## src/bst_pkg.sv

```systemverilog
// Constants and types for the boundary-scan test port
package bst_pkg;

    // ----------------------------------------------------------------
    // Sizes
    // ----------------------------------------------------------------
    localparam int BST_IR_W    = 4;
    localparam int BST_BSR_W   = 8;
    localparam int BST_ID_W    = 32;
    localparam int BST_VER_W   = 4;
    localparam int BST_PART_W  = 16;
    localparam int BST_MFR_W   = 11;

    // ----------------------------------------------------------------
    // Instruction codes
    // ----------------------------------------------------------------
    localparam logic [BST_IR_W-1:0] BST_OP_EXTEST = 4'h0;
    localparam logic [BST_IR_W-1:0] BST_OP_SAMPLE = 4'h1;
    localparam logic [BST_IR_W-1:0] BST_OP_IDCODE = 4'h2;
    localparam logic [BST_IR_W-1:0] BST_OP_BYPASS = 4'hF;
    localparam logic [BST_IR_W-1:0] BST_IR_CAPT   = 4'h1;

    // Identification fields; values are arbitrary
    localparam logic [BST_VER_W-1:0]  BST_ID_VER  = 4'h1;
    localparam logic [BST_PART_W-1:0] BST_ID_PART = 16'hA5C3;
    localparam logic [BST_MFR_W-1:0]  BST_ID_MFR  = 11'h123;
    localparam logic                  BST_ID_LSB  = 1'b1;

    // ----------------------------------------------------------------
    // Controller states, one-hot
    // ----------------------------------------------------------------
    typedef enum logic [15:0] {
        ST_RESET  = 16'h0001, ST_IDLE   = 16'h0002,
        ST_SELDR  = 16'h0004, ST_CAPDR  = 16'h0008,
        ST_SHDR   = 16'h0010, ST_EX1DR  = 16'h0020,
        ST_PADR   = 16'h0040, ST_EX2DR  = 16'h0080,
        ST_UPDR   = 16'h0100, ST_SELIR  = 16'h0200,
        ST_CAPIR  = 16'h0400, ST_SHIR   = 16'h0800,
        ST_EX1IR  = 16'h1000, ST_PAIR   = 16'h2000,
        ST_EX2IR  = 16'h4000, ST_UPIR   = 16'h8000
    } bst_state_type;

endpackage

```

## src/bst_cell_chain.sv

```systemverilog
// Chain of boundary cells, one per monitored pin or interface bit
`timescale 1ns/10ps
module bst_cell_chain (
    // Clock and reset
    input  wire logic                         i_clk,
    input  wire logic                         i_rstn,
    // Controls from the port controller
    input  wire logic                         i_capture,
    input  wire logic                         i_shift,
    input  wire logic                         i_update,
    input  wire logic                         i_si,
    // Pins
    input  wire logic [bst_pkg::BST_BSR_W-1:0] i_pin,
    output logic      [bst_pkg::BST_BSR_W-1:0] o_upd,
    output logic                              o_so
);
    import bst_pkg::*;

    typedef struct packed {
        logic [BST_BSR_W-1:0] sh;
        logic [BST_BSR_W-1:0] upd;
    } bst_chain_type;

    bst_chain_type st_r;
    bst_chain_type st_nxt;

    // ----------------------------------------------------------------
    // Capture, shift toward bit 0, update
    // ----------------------------------------------------------------
    always_comb begin
        st_nxt = st_r;
        if (i_capture) begin
            st_nxt.sh = i_pin;
        end else if (i_shift) begin
            st_nxt.sh = {i_si, st_r.sh[BST_BSR_W-1:1]};
        end
        if (i_update) begin
            st_nxt.upd = st_r.sh;
        end
    end

    always_ff @(posedge i_clk) begin
        if (!i_rstn) begin
            st_r <= '0;
        end else begin
            st_r <= st_nxt;
        end
    end

    assign o_upd = st_r.upd;
    assign o_so  = st_r.sh[0];
endmodule

```

## src/bst_tap.sv

```systemverilog
// Boundary-scan test access port controller, sampled on the system clock
`timescale 1ns/10ps
module bst_tap (
    // Clock and reset
    input  wire logic                          I_CLK,
    input  wire logic                          I_RSTN,
    // Test access pins
    input  wire logic                          I_TMS,
    input  wire logic                          I_TCK,
    input  wire logic                          I_TDI,
    input  wire logic                          I_TRSTN,
    output logic                               O_TDO,
    output logic                               O_TDO_OE,
    // Boundary pins
    input  wire logic [bst_pkg::BST_BSR_W-1:0] I_PIN_IN,
    input  wire logic [bst_pkg::BST_BSR_W-1:0] I_FUNC_OUT,
    output logic      [bst_pkg::BST_BSR_W-1:0] O_PIN_OUT,
    output logic                               O_TEST_MODE
);
    import bst_pkg::*;

    typedef struct packed {
        logic [1:0]          tms_s;
        logic [1:0]          tck_s;
        logic [1:0]          tdi_s;
        logic [1:0]          trst_s;
        logic                tck_d;
        bst_state_type       st;
        logic [BST_IR_W-1:0] ir_sh;
        logic [BST_IR_W-1:0] ir;
        logic [BST_ID_W-1:0] id_sh;
        logic                byp;
        logic                tdo;
        logic                oe;
    } bst_tap_type;

    bst_tap_type s_r;
    bst_tap_type s_nxt;

    logic tck_rise;
    logic tck_fall;
    logic trst_act;
    logic cap_dr;
    logic sh_dr;
    logic up_dr;
    logic bsr_sel;
    logic bsr_so;
    logic [BST_BSR_W-1:0] bsr_upd;

    // Next controller state for a test-clock rising edge
    function automatic bst_state_type next_state(input bst_state_type s, input logic m);
        case (s)
            ST_RESET: next_state = m ? ST_RESET : ST_IDLE;
            ST_IDLE:  next_state = m ? ST_SELDR : ST_IDLE;
            ST_SELDR: next_state = m ? ST_SELIR : ST_CAPDR;
            ST_CAPDR: next_state = m ? ST_EX1DR : ST_SHDR;
            ST_SHDR:  next_state = m ? ST_EX1DR : ST_SHDR;
            ST_EX1DR: next_state = m ? ST_UPDR  : ST_PADR;
            ST_PADR:  next_state = m ? ST_EX2DR : ST_PADR;
            ST_EX2DR: next_state = m ? ST_UPDR  : ST_SHDR;
            ST_UPDR:  next_state = m ? ST_SELDR : ST_IDLE;
            ST_SELIR: next_state = m ? ST_RESET : ST_CAPIR;
            ST_CAPIR: next_state = m ? ST_EX1IR : ST_SHIR;
            ST_SHIR:  next_state = m ? ST_EX1IR : ST_SHIR;
            ST_EX1IR: next_state = m ? ST_UPIR  : ST_PAIR;
            ST_PAIR:  next_state = m ? ST_EX2IR : ST_PAIR;
            ST_EX2IR: next_state = m ? ST_UPIR  : ST_SHIR;
            ST_UPIR:  next_state = m ? ST_SELDR : ST_IDLE;
            default:  next_state = ST_RESET;
        endcase
    endfunction

    // ----------------------------------------------------------------
    // Edge detection on the synchronised test clock
    // ----------------------------------------------------------------
    assign tck_rise = s_r.tck_s[1] & ~s_r.tck_d;
    assign tck_fall = ~s_r.tck_s[1] & s_r.tck_d;
    assign trst_act = ~s_r.trst_s[1];
    assign bsr_sel  = (s_r.ir == BST_OP_EXTEST) || (s_r.ir == BST_OP_SAMPLE);
    assign cap_dr   = tck_rise && !trst_act && (s_r.st == ST_CAPDR) && bsr_sel;
    assign sh_dr    = tck_rise && !trst_act && (s_r.st == ST_SHDR) && bsr_sel;
    assign up_dr    = tck_fall && !trst_act && (s_r.st == ST_UPDR) && bsr_sel;

    // ----------------------------------------------------------------
    // Controller
    // ----------------------------------------------------------------
    always_comb begin
        s_nxt        = s_r;
        s_nxt.tms_s  = {s_r.tms_s[0], I_TMS};
        s_nxt.tck_s  = {s_r.tck_s[0], I_TCK};
        s_nxt.tdi_s  = {s_r.tdi_s[0], I_TDI};
        s_nxt.trst_s = {s_r.trst_s[0], I_TRSTN};
        s_nxt.tck_d  = s_r.tck_s[1];
        if (trst_act) begin
            s_nxt.st  = ST_RESET;
            s_nxt.ir  = BST_OP_IDCODE;
            s_nxt.oe  = 1'b0;
            s_nxt.tdo = 1'b0;
        end else if (tck_rise) begin
            case (s_r.st)
                ST_CAPIR: begin
                    s_nxt.ir_sh = BST_IR_CAPT;
                end
                ST_SHIR: begin
                    s_nxt.ir_sh = {s_r.tdi_s[1], s_r.ir_sh[BST_IR_W-1:1]};
                end
                ST_CAPDR: begin
                    s_nxt.id_sh = {BST_ID_VER, BST_ID_PART, BST_ID_MFR, BST_ID_LSB};
                    s_nxt.byp   = 1'b0;
                end
                ST_SHDR: begin
                    s_nxt.id_sh = {s_r.tdi_s[1], s_r.id_sh[BST_ID_W-1:1]};
                    s_nxt.byp   = s_r.tdi_s[1];
                end
                default: begin
                end
            endcase
            s_nxt.st = next_state(s_r.st, s_r.tms_s[1]);
        end else if (tck_fall) begin
            case (s_r.st)
                ST_UPIR: begin
                    s_nxt.ir = s_r.ir_sh;
                end
                ST_RESET: begin
                    s_nxt.ir = BST_OP_IDCODE;
                end
                default: begin
                end
            endcase
            s_nxt.oe = (s_r.st == ST_SHDR) || (s_r.st == ST_SHIR);
            if (s_r.st == ST_SHIR) begin
                s_nxt.tdo = s_r.ir_sh[0];
            end else begin
                case (s_r.ir)
                    BST_OP_EXTEST, BST_OP_SAMPLE: s_nxt.tdo = bsr_so;
                    BST_OP_IDCODE: s_nxt.tdo = s_r.id_sh[0];
                    default:       s_nxt.tdo = s_r.byp;
                endcase
            end
        end
    end

    always_ff @(posedge I_CLK) begin
        if (!I_RSTN) begin
            s_r        <= '0;
            s_r.st     <= ST_RESET;
            s_r.ir     <= BST_OP_IDCODE;
            s_r.tck_s  <= 2'b00;
            s_r.trst_s <= 2'b00;
        end else begin
            s_r <= s_nxt;
        end
    end

    // ----------------------------------------------------------------
    // Boundary register
    // ----------------------------------------------------------------
    bst_cell_chain u_chain (
        .i_clk     (I_CLK),
        .i_rstn    (I_RSTN),
        .i_capture (cap_dr),
        .i_shift   (sh_dr),
        .i_update  (up_dr),
        .i_si      (s_r.tdi_s[1]),
        .i_pin     (I_PIN_IN),
        .o_upd     (bsr_upd),
        .o_so      (bsr_so)
    );

    assign O_TEST_MODE = (s_r.ir == BST_OP_EXTEST);
    assign O_PIN_OUT   = O_TEST_MODE ? bsr_upd : I_FUNC_OUT;
    assign O_TDO       = s_r.tdo;
    assign O_TDO_OE    = s_r.oe;
endmodule

```

## config.mk

```make
export PLATFORM = sky130hd
export DESIGN_NAME = bst_tap
export DESIGN_NICKNAME = d
export VERILOG_FILES = /design/src/bst_pkg.sv /design/src/bst_cell_chain.sv /design/src/bst_tap.sv
export SDC_FILE = /design/constraint.sdc
export NUM_CORES = 1
export LEC_CHECK = 0
export BUFFER_PORTS_ARGS = -buffer_cell sky130_fd_sc_hd__buf_2
export CAP_MARGIN = 20
export CORE_MARGIN = 2
export CORE_UTILIZATION = 44
export DETAILED_ROUTE_END_ITERATION = 16
export PLACE_DENSITY = 0.64
export SLEW_MARGIN = 0
export SYNTH_ARGS = -nofsm -noshare
export SYNTH_HDL_FRONTEND = slang
export SYNTH_SLANG_ARGS = --single-unit
export TNS_END_PERCENT = 30
```

## constraint.sdc

```tcl
create_clock -name I_CLK -period 2.7 [get_ports I_CLK]
set_input_delay 0.135 -clock I_CLK [delete_from_list [all_inputs] [get_ports I_CLK]]
set_output_delay 0.135 -clock I_CLK [all_outputs]
set_load 0.05 [all_outputs]
```

# == Word level (Yosys, flattened, before mapping) ==
# Index checks and enable logic that the tools add are counted.
# word_totals
out_inout_bits,11
regBits,84
wordCells,82
inputBits,22
# op_classes
muxes,21
reduce_logical,24
n_eq_ne,18
bitwise,5
# op_table
operator,count
$pmux 16 s12,1
$pmux 33 s2,1
$mux 16,2
$mux 8,4
$mux 9,2
$eq 16x1->1 const B,1
$eq 16x10->1 const B,1
$eq 16x11->1 const B,1
$eq 16x12->1 const B,1
$eq 16x13->1 const B,1
$eq 16x14->1 const B,1
$eq 16x15->1 const B,1
$eq 16x16->1 const B,1
$eq 16x2->1 const B,1
$eq 16x3->1 const B,1
$eq 16x4->1 const B,1
$eq 16x5->1 const B,1
$eq 16x6->1 const B,1
$eq 16x7->1 const B,1
$eq 16x8->1 const B,1
$eq 16x9->1 const B,1
$pmux 4 s2,2
$mux 15,1
$mux 13,1
19 further kinds,38

# == Longest topological paths before layout ==
# Gate-level depths: netlist (run 1).
# depth
depth_word,7
mapped_depth,8
depth_no_buf,5

# == By module ==
# A second synthesis (run 1) with hierarchy kept.
# hier_totals
hier_cells,397
area_unflattened_um2,3877.5
# by_module_without_submodules
mod,n_inst,area_per_inst_um2,cells_per_inst,seq_area_each_um2
bst_tap,1,3081.7,329,1341.3
bst_cell_chain,1,795.8,68,320.3

# == Least setup slack after synthesis (run 1) ==
# Ideal clock, no wire load.
# synth_path
kind,register -> output
startpoint,register s_r[35] in the netlist's numbering
endpoint,output O_PIN_OUT[0] in the netlist's numbering
arrival_ns,2.286
path_stages_with_launch,3
path_buffers,0
required_time_ns,2.565
setup_slack_ns,0.279
path_cell_list,dfxtp_1 nor4_2 mux2_2
# synth_between
elab_chain_cells,2
# synth_lines
element,line,source
start: declaration,bst_tap.sv:37,bst_tap_type s_r;
start signal: assignment,bst_tap.sv:151,s_r <= s_nxt;
$logic_not 4->1,bst_tap.sv:170,assign O_TEST_MODE = (s_r.ir == BST_OP_EXTEST);
via O_TEST_MODE,bst_tap.sv:18,output logic O_TEST_MODE
$mux 8,bst_tap.sv:171,assign O_PIN_OUT = O_TEST_MODE ? bsr_upd : I_FUNC_OUT;
end: declaration,bst_tap.sv:17,"output logic [bst_pkg::BST_BSR_W-1:0] O_PIN_OUT,"
# The timed path passes the listed nets, and every way through them passes these cells.

# == Worst setup path in the final report (run 1) ==
# layout_path
startpoint,register s_r[48] in the netlist's numbering
endpoint,register s_r[36] in the netlist's numbering
# layout_between
elab_chain_cells,3
# layout_lines
element,line,source
$eq 16x1->1 / $eq 16x16->1 (equally long branches),bst_tap.sv:120,case (s_r.st)
$reduce_bool 2->1 (no source line),n/a,
$reduce_and 3->1 (no source line),n/a,
# Parallel ways exist; a longest one is shown, timed or not.
# A chain may end at the register's enable or synchronous reset.

==> flow_summary.json, run 1 <==
{
  "status": "finished, final reports clean",
  "synth_cell_types": 46,
  "wirelength_um": 8020,
  "synth_edf_count": 0,
  "syn_nets": 408,
  "postCtsResizedCells": 0,
  "irDropWorstVdd_uv": 264,
  "leakage_nw": 1.52,
  "synth_area_leader_cell": "dfxtp_1",
  "min_period_over_period_pct": 83.5,
  "design_power_total_mw": 2.23,
  "setup_violations": 0,
  "rsz0062_at_grt": "no",
  "powerDensity_mw_per_mm2": 529,
  "r2r-start": "s_r[48]",
  "synthTopCellsByArea": "dfxtp_1 45%, nor2b_1 5.1%, mux2i_1 4.9%",
  "h-tree-depth": 3,
  "num_io_pins": 33,
  "clk_latency_ns": 0.35,
  "first_pass_iters": 5,
  "avgSynthCellArea_um2": 9.54,
  "cp_max_fo": 11,
  "antenna_cells": 0,
  "io_buffer_count": 32,
  "cts_tree": "yes",
  "final.fill_count": 765,
  "crit_type": "flip-flop to flip-flop",
  "die-area_mm2": 0.00912,
  "synth_common_cells": "83 x dfxtp_1, 30 x nor2b_1, 27 x a21oi_1, 24 x nand2_1",
  "cp.required_ns": 2.91,
  "area_growth_pct": 14.6,
  "fin_crit_ns": 2.26,
  "worstSetupStartpointType": "flip-flop",
  "cts_num_sinks": 83,
  "ys_seq_area_share_pct": 45.1,
  "tns_ns": 0,
  "yosys_warnings": 0,
  "wl_per_cell_um": 15.1,
  "arrival_ns": 2.47,
  "fmax_mhz": 443,
  "tightestPinTransition_ns": 0.556,
  "grt_first_pass_wirelength_um": 13100,
  "grt_pass1_vias": 2781,
  "grt_max_degree": 63,
  "post-dp-hpwl_um": 5360,
  "cts_buffer_depth": 2,
  "die_x_um": 95.5,
  "viasPerCell": 5.71,
  "slew_viol_final": 0,
  "grt_usage_pct": 18.5,
  "min_from": "I_PIN_IN[6]",
  "core.rowCount": 33,
  "initial_core_util_pct": 45.0,
  "grt_antenna_before_repair": 0,
  "reg2reg_slack_ns": 0.44,
  "root_buffer": "clkbuf_8",
  "cp-end-kind": "flip-flop",
  "synthArstFlopShare_pct": 0,
  "drive_above_1_share_pct": 22.0,
  "synthCells": 386,
  "clkTransAtPathRegs_ns": 0.09,
  "syn-cell-area_mm2": 0.00368,
  "timing_hold_violations_final": 0,
  "drc": 0,
  "synthFlopType": "dfxtp_1",
  "ys_ff_latch": 83,
  "maxCapViolations": 0,
  "skew_ns": 0.0116,
  "drt_iter0_drc": 237,
  "slew_headroom_pct": 61.8,
  "antenna_left": 0,
  "hold_path_class": "input port to flip-flop",
  "core_area_mm2": 0.00818,
  "grt.overflow.total": 0,
  "num_vias": 3036,
  "yosys.cell_count.top_type": "dfxtp_1",
  "place.gp.congestion": 0.889,
  "die_h_um": 95.5,
  "numCtsBuffers": 9,
  "nNetsFinal": 445,
  "startpoint": "s_r[48]",
  "synth_top_area_share_pct": 45.1
}
worst max-delay path, stage by stage, from the launching register on:
cell and delay [ns]:
dfxtp_1 0.41, or4_1 0.62, or4_4 0.51, or4_1 0.41
o21ai_1 0.09, nand3_1 0.08
area by class of cell:
class / instances / area (µm²) / area share (%)
Multi-Input combinational cell: 276 / 1910 / 45.2
Sequential cell: 83 / 1660 / 39.4
Timing Repair Buffer: 51 / 313 / 7.41
Clock buffer: 10 / 138 / 3.26
Tap cell: 105 / 131 / 3.11
Clock inverter: 5 / 60.1 / 1.42
Inverter: 2 / 7.51 / 0.178
cells in the final DEF (no fill, tap or decap), types with 3 or more instances in the layout:
cell type and n:
dfxtp_1 83, buf_2 32, nor2b_1 30, a21oi_1 27, nand2_1 24, nor2_1 20
a22oi_1 20, mux2i_1 18, o21ai_0 16, buf_4 15, o221a_2 14, nand3_1 13
clkbuf_8 10, and2_1 9, mux2_2 8, nor4_1 6, nor3_1 6, nand2b_1 6
or4_1 5, nor4b_1 5, nand4b_1 5, nor4_2 4, dlygate4sd3_1 4, and3_1 3
xnor2_1 3, a21boi_0 3, o211ai_1 3
cells by family (layout without fill, tap and decap cells):
| logic type | after synthesis | after routing | synth area share, % |
|---|---|---|---|
| AOI/OAI and AO/OA | 92 | 92 | 17.5 |
| muxes | 26 | 26 | 7.34 |
| xor gates and xnor gates | 5 | 5 | 1.19 |
| buffers and inverters | 27 | 68 | 3.02 |
| and+or+nand+nor | 153 | 153 | 25.8 |
| DFF | 83 | 83 | 45.1 |
what timing repair did:
action / in CTS / in global routing
hold buffers: 4 / 0
buffers inserted: 0 / 0
hold endpoints to repair: 4 / 0
per-layer routing:
layer	wire, µm	up-vias	GRT usage [%]
met1	3710	1434	24.7
met4	102	0	6.79
met3	395	13	3.79
met5	0	-	0
li1	-	1500	-
met2	3820	89	29.6
sequential cells by signal, summed over array words and instances (netlist names):
| register | cells |
|---|---|
| O_TDO | 1 |
| u_chain.st_r | 7 |
| s_nxt | 5 |
| s_r | 60 |
| u_chain.o_upd | 8 |
| u_chain.o_so | 1 |
| O_TDO_OE | 1 |
path summary, 6_finish.rpt:
check                                        end  depth (start not counted)
worst max-delay path                     s_r[36]                          5
worst min-delay path            u_chain.st_r[14]                          3
worst max register to register           s_r[36]                          5
worst min register to register           s_r[63]                          1
report_power, final:
group	leakage [nW]	switching [mW]	total, mW	internal [mW]
combinational	0.750	0.0564	0.0945	0.0381
sequential	0.670	0.00589	1.23	1.23
clock	0.0992	0.451	0.904	0.453
total	1.52	0.514	2.23	1.72
stage by stage:
step,hold WS [ns],instance area [µm²],cells,utilization [%],setup WS (ns)
2_1_floorplan,0.262,3680,386,-,0.279
3_3_place_gp,0.342,3980,513,48.7,0.502
3_5_place_dp,0.347,3980,513,48.7,0.478
4_1_cts,0.0482,4220,532,51.6,0.465
5_1_grt,0.0854,4220,532,51.6,0.346
6_report,0.0670,4220,532,51.6,0.444
Power figures use the tool's default switching activity.
==> run 2: changes to the inputs <==
--- a/config.mk
+++ b/config.mk
@@ -10,7 +10,7 @@
 export CORE_MARGIN = 2
 export CORE_UTILIZATION = 44
 export DETAILED_ROUTE_END_ITERATION = 16
-export PLACE_DENSITY = 0.64
+export PLACE_DENSITY = 0.66
 export SLEW_MARGIN = 0
 export SYNTH_ARGS = -nofsm -noshare
 export SYNTH_HDL_FRONTEND = slang
==> constraint.sdc (replaced) <==
create_clock -name I_CLK -period 1.89 [get_ports I_CLK]
set_input_delay 0.0945 -clock I_CLK [delete_from_list [all_inputs] [get_ports I_CLK]]
set_output_delay 0.0945 -clock I_CLK [all_outputs]
set_load 0.05 [all_outputs]
==> run 2 against run 1 <==
Final cell count rose by 8.3%. Via count increased by 5.5%. Non-clock buffer count up 43. Sequential power grew 43%. Worst hold slack worse by 0.035 ns. Sequential share of layout area decreased by 4.8 points. The flow now finishes with violations (negative setup slack). Power grew 45%. Wire length increased by 9.0%. Utilization rose by 7.3 points. Die area did not move. Clock skew rose by 0.0013 ns. Clock power up 47%.
==> flow_summary.json, run 2 (synthesis results as in run 1) <==
{
  "status": "complete, but fails checks",
  "violations": "negative setup slack",
  "timing_hold_violations_final": 0,
  "cts_tree": "yes",
  "cp-end-kind": "flip-flop",
  "mostFrequentLayoutCells": "79 x dfxtp_1, 50 x buf_4, 31 x buf_2",
  "cp.required_ns": 2.14,
  "die_x_um": 95.5,
  "drc": 0,
  "io_buffer_count": 32,
  "grt_pass1_vias": 3001,
  "cpMaxStageDelayCell": "or4_4",
  "initial_core_util_pct": 45.0,
  "setup_ws_ns": -0.191,
  "h-tree-depth": 3,
  "grt.overflow.total": 0,
  "grt_usage_pct": 19.7,
  "cts_buffer_depth": 2,
  "p_seq_share_pct": 54.5,
  "combPwrFrac_pct": 4.5,
  "place.gp.congestion": 0.910,
  "tightestPinTransition_ns": 0.540,
  "post-dp-hpwl_um": 5920,
  "cts_num_sinks": 83,
  "intPower_mw": 2.45,
  "nNetsFinal": 488,
  "path_delay_family": "simple AND/OR/NAND/NOR gates",
  "clk_latency_ns": 0.36,
  "largest_reg_flops": 60,
  "min_period_over_period_pct": 110,
  "cp_common_cell": "or4_4",
  "clkTransAtPathRegs_ns": 0.09,
  "fin_crit_ns": 2.08,
  "critPathMaxStageDelay_ns": 0.55,
  "leakage_nw": 1.83,
  "final.fill_count": 707,
  "grt_first_pass_wirelength_um": 14000,
  "crit_type": "flip-flop to flip-flop",
  "maxCapViolations": 0,
  "powerDensity_mw_per_mm2": 672,
  "num_vias": 3202,
  "grt_antenna_before_repair": 0,
  "p_switching_mw": 0.788,
  "hold_slack_ns": 0.0316,
  "skew_ns": 0.0129,
  "cp_max_fo": 2,
  "num_io_pins": 33,
  "wl_per_cell_um": 15.2,
  "top_register": "s_r",
  "drive_above_1_share_pct": 34.2,
  "design_power_total_mw": 3.24,
  "grt_max_degree": 34,
  "switching_share_pct": 24.3,
  "worstSetupStartpointType": "flip-flop",
  "hold_path_class": "input port to flip-flop",
  "numCtsBuffers": 9,
  "p_clk_share_pct": 41.1,
  "area_growth_pct": 30.8,
  "slew_headroom_pct": 63.9,
  "irDropWorstVdd_uv": 583,
  "drt_iter0_drc": 161,
  "antenna_left": 0,
  "mostFrequentLayoutCell": "dfxtp_1",
  "rsz0062_at_grt": "yes",
  "critPathBufInv": 0,
  "root_buffer": "clkbuf_8",
  "core.rowCount": 33,
  "cp_cell_sequence": "or4_4, or4_4, or4_1, o21ai_1, nand3_1",
  "die-area_mm2": 0.00912,
  "fmax_mhz": 481,
  "first_pass_iters": 4,
  "setup_violations": 39,
  "die_h_um": 95.5,
  "wirelength_um": 8740,
  "viasPerCell": 5.56,
  "pre_cts_ws_ns": -0.211,
  "arrival_ns": 2.33,
  "antenna_cells": 0,
  "slew_viol_final": 0,
  "core_area_mm2": 0.00818
}
[run 2: what timing repair did]
item                       4_1_cts  5_1_grt
pin swaps                        4       15
gates resized for setup         19       21
hold endpoints to repair         4        0
cloned                           1        0
setup endpoints to repair       68       76
setup buffers                    0        4
hold buffers                     4        0
[run 2: worst paths after layout]
check                    from                to  slack [ns]  cells past startpoint
setup / recovery      s_r[52]           s_r[36]       -0.19                      5
hold / removal    I_PIN_IN[7]  u_chain.st_r[15]        0.03                      3
setup reg to reg      s_r[52]           s_r[36]       -0.19                      5
hold reg to reg     s_nxt[63]           s_r[63]        0.44                      1
[run 2: worst register-to-register path, delay by kind of cell (launching register included)]
family / cells / cell delay (ns)
AOI/OAI and AO/OA: 1 / 0.09
DFF: 1 / 0.33
and+or+nand+nor: 4 / 1.56
[run 2: final cells by class]
type | instances | area, µm² | area share, %
clock inverters | 7 | 80.1 | 1.66
repair buffers | 94 | 732 | 15.2
multi-input cells | 276 | 2070 | 43.1
clock buffers | 9 | 124 | 2.57
inverters | 2 | 7.51 | 0.156
flip-flops and latches | 83 | 1670 | 34.6
well taps | 105 | 131 | 2.73
[run 2: through the flow]
stage	cells	TNS [ns]	cell area (µm²)	utilization (%)
4_1_cts	573	-1.81	4700	57.5
3_3_place_gp	552	-4.24	4350	53.2
6_report	576	-5.45	4820	58.9
2_1_floorplan	386	-2.97	3690	-
3_5_place_dp	552	-6.06	4350	53.2
5_1_grt	576	-8.97	4820	58.9
[run 2: power by group through the flow]
stage                     clock network [mW]  logic [mW]  registers (mW)
after CTS                               1.36       0.144            1.76
after floorplan                            0      0.0875            1.80
after global placement                     0       0.135            1.80
final                                   1.33       0.145            1.76
after detailed placement                   0       0.136            1.80
after global routing                    1.42       0.155            1.76
[run 2: routing by layer]
layer	global-route usage, %	up-vias	part of all wire (%)
met1	26.8	1541	47
met3	4.27	9	4.7
li1	-	1587	-
met5	0	-	0
met2	31.5	65	47
met4	6.19	0	1.3
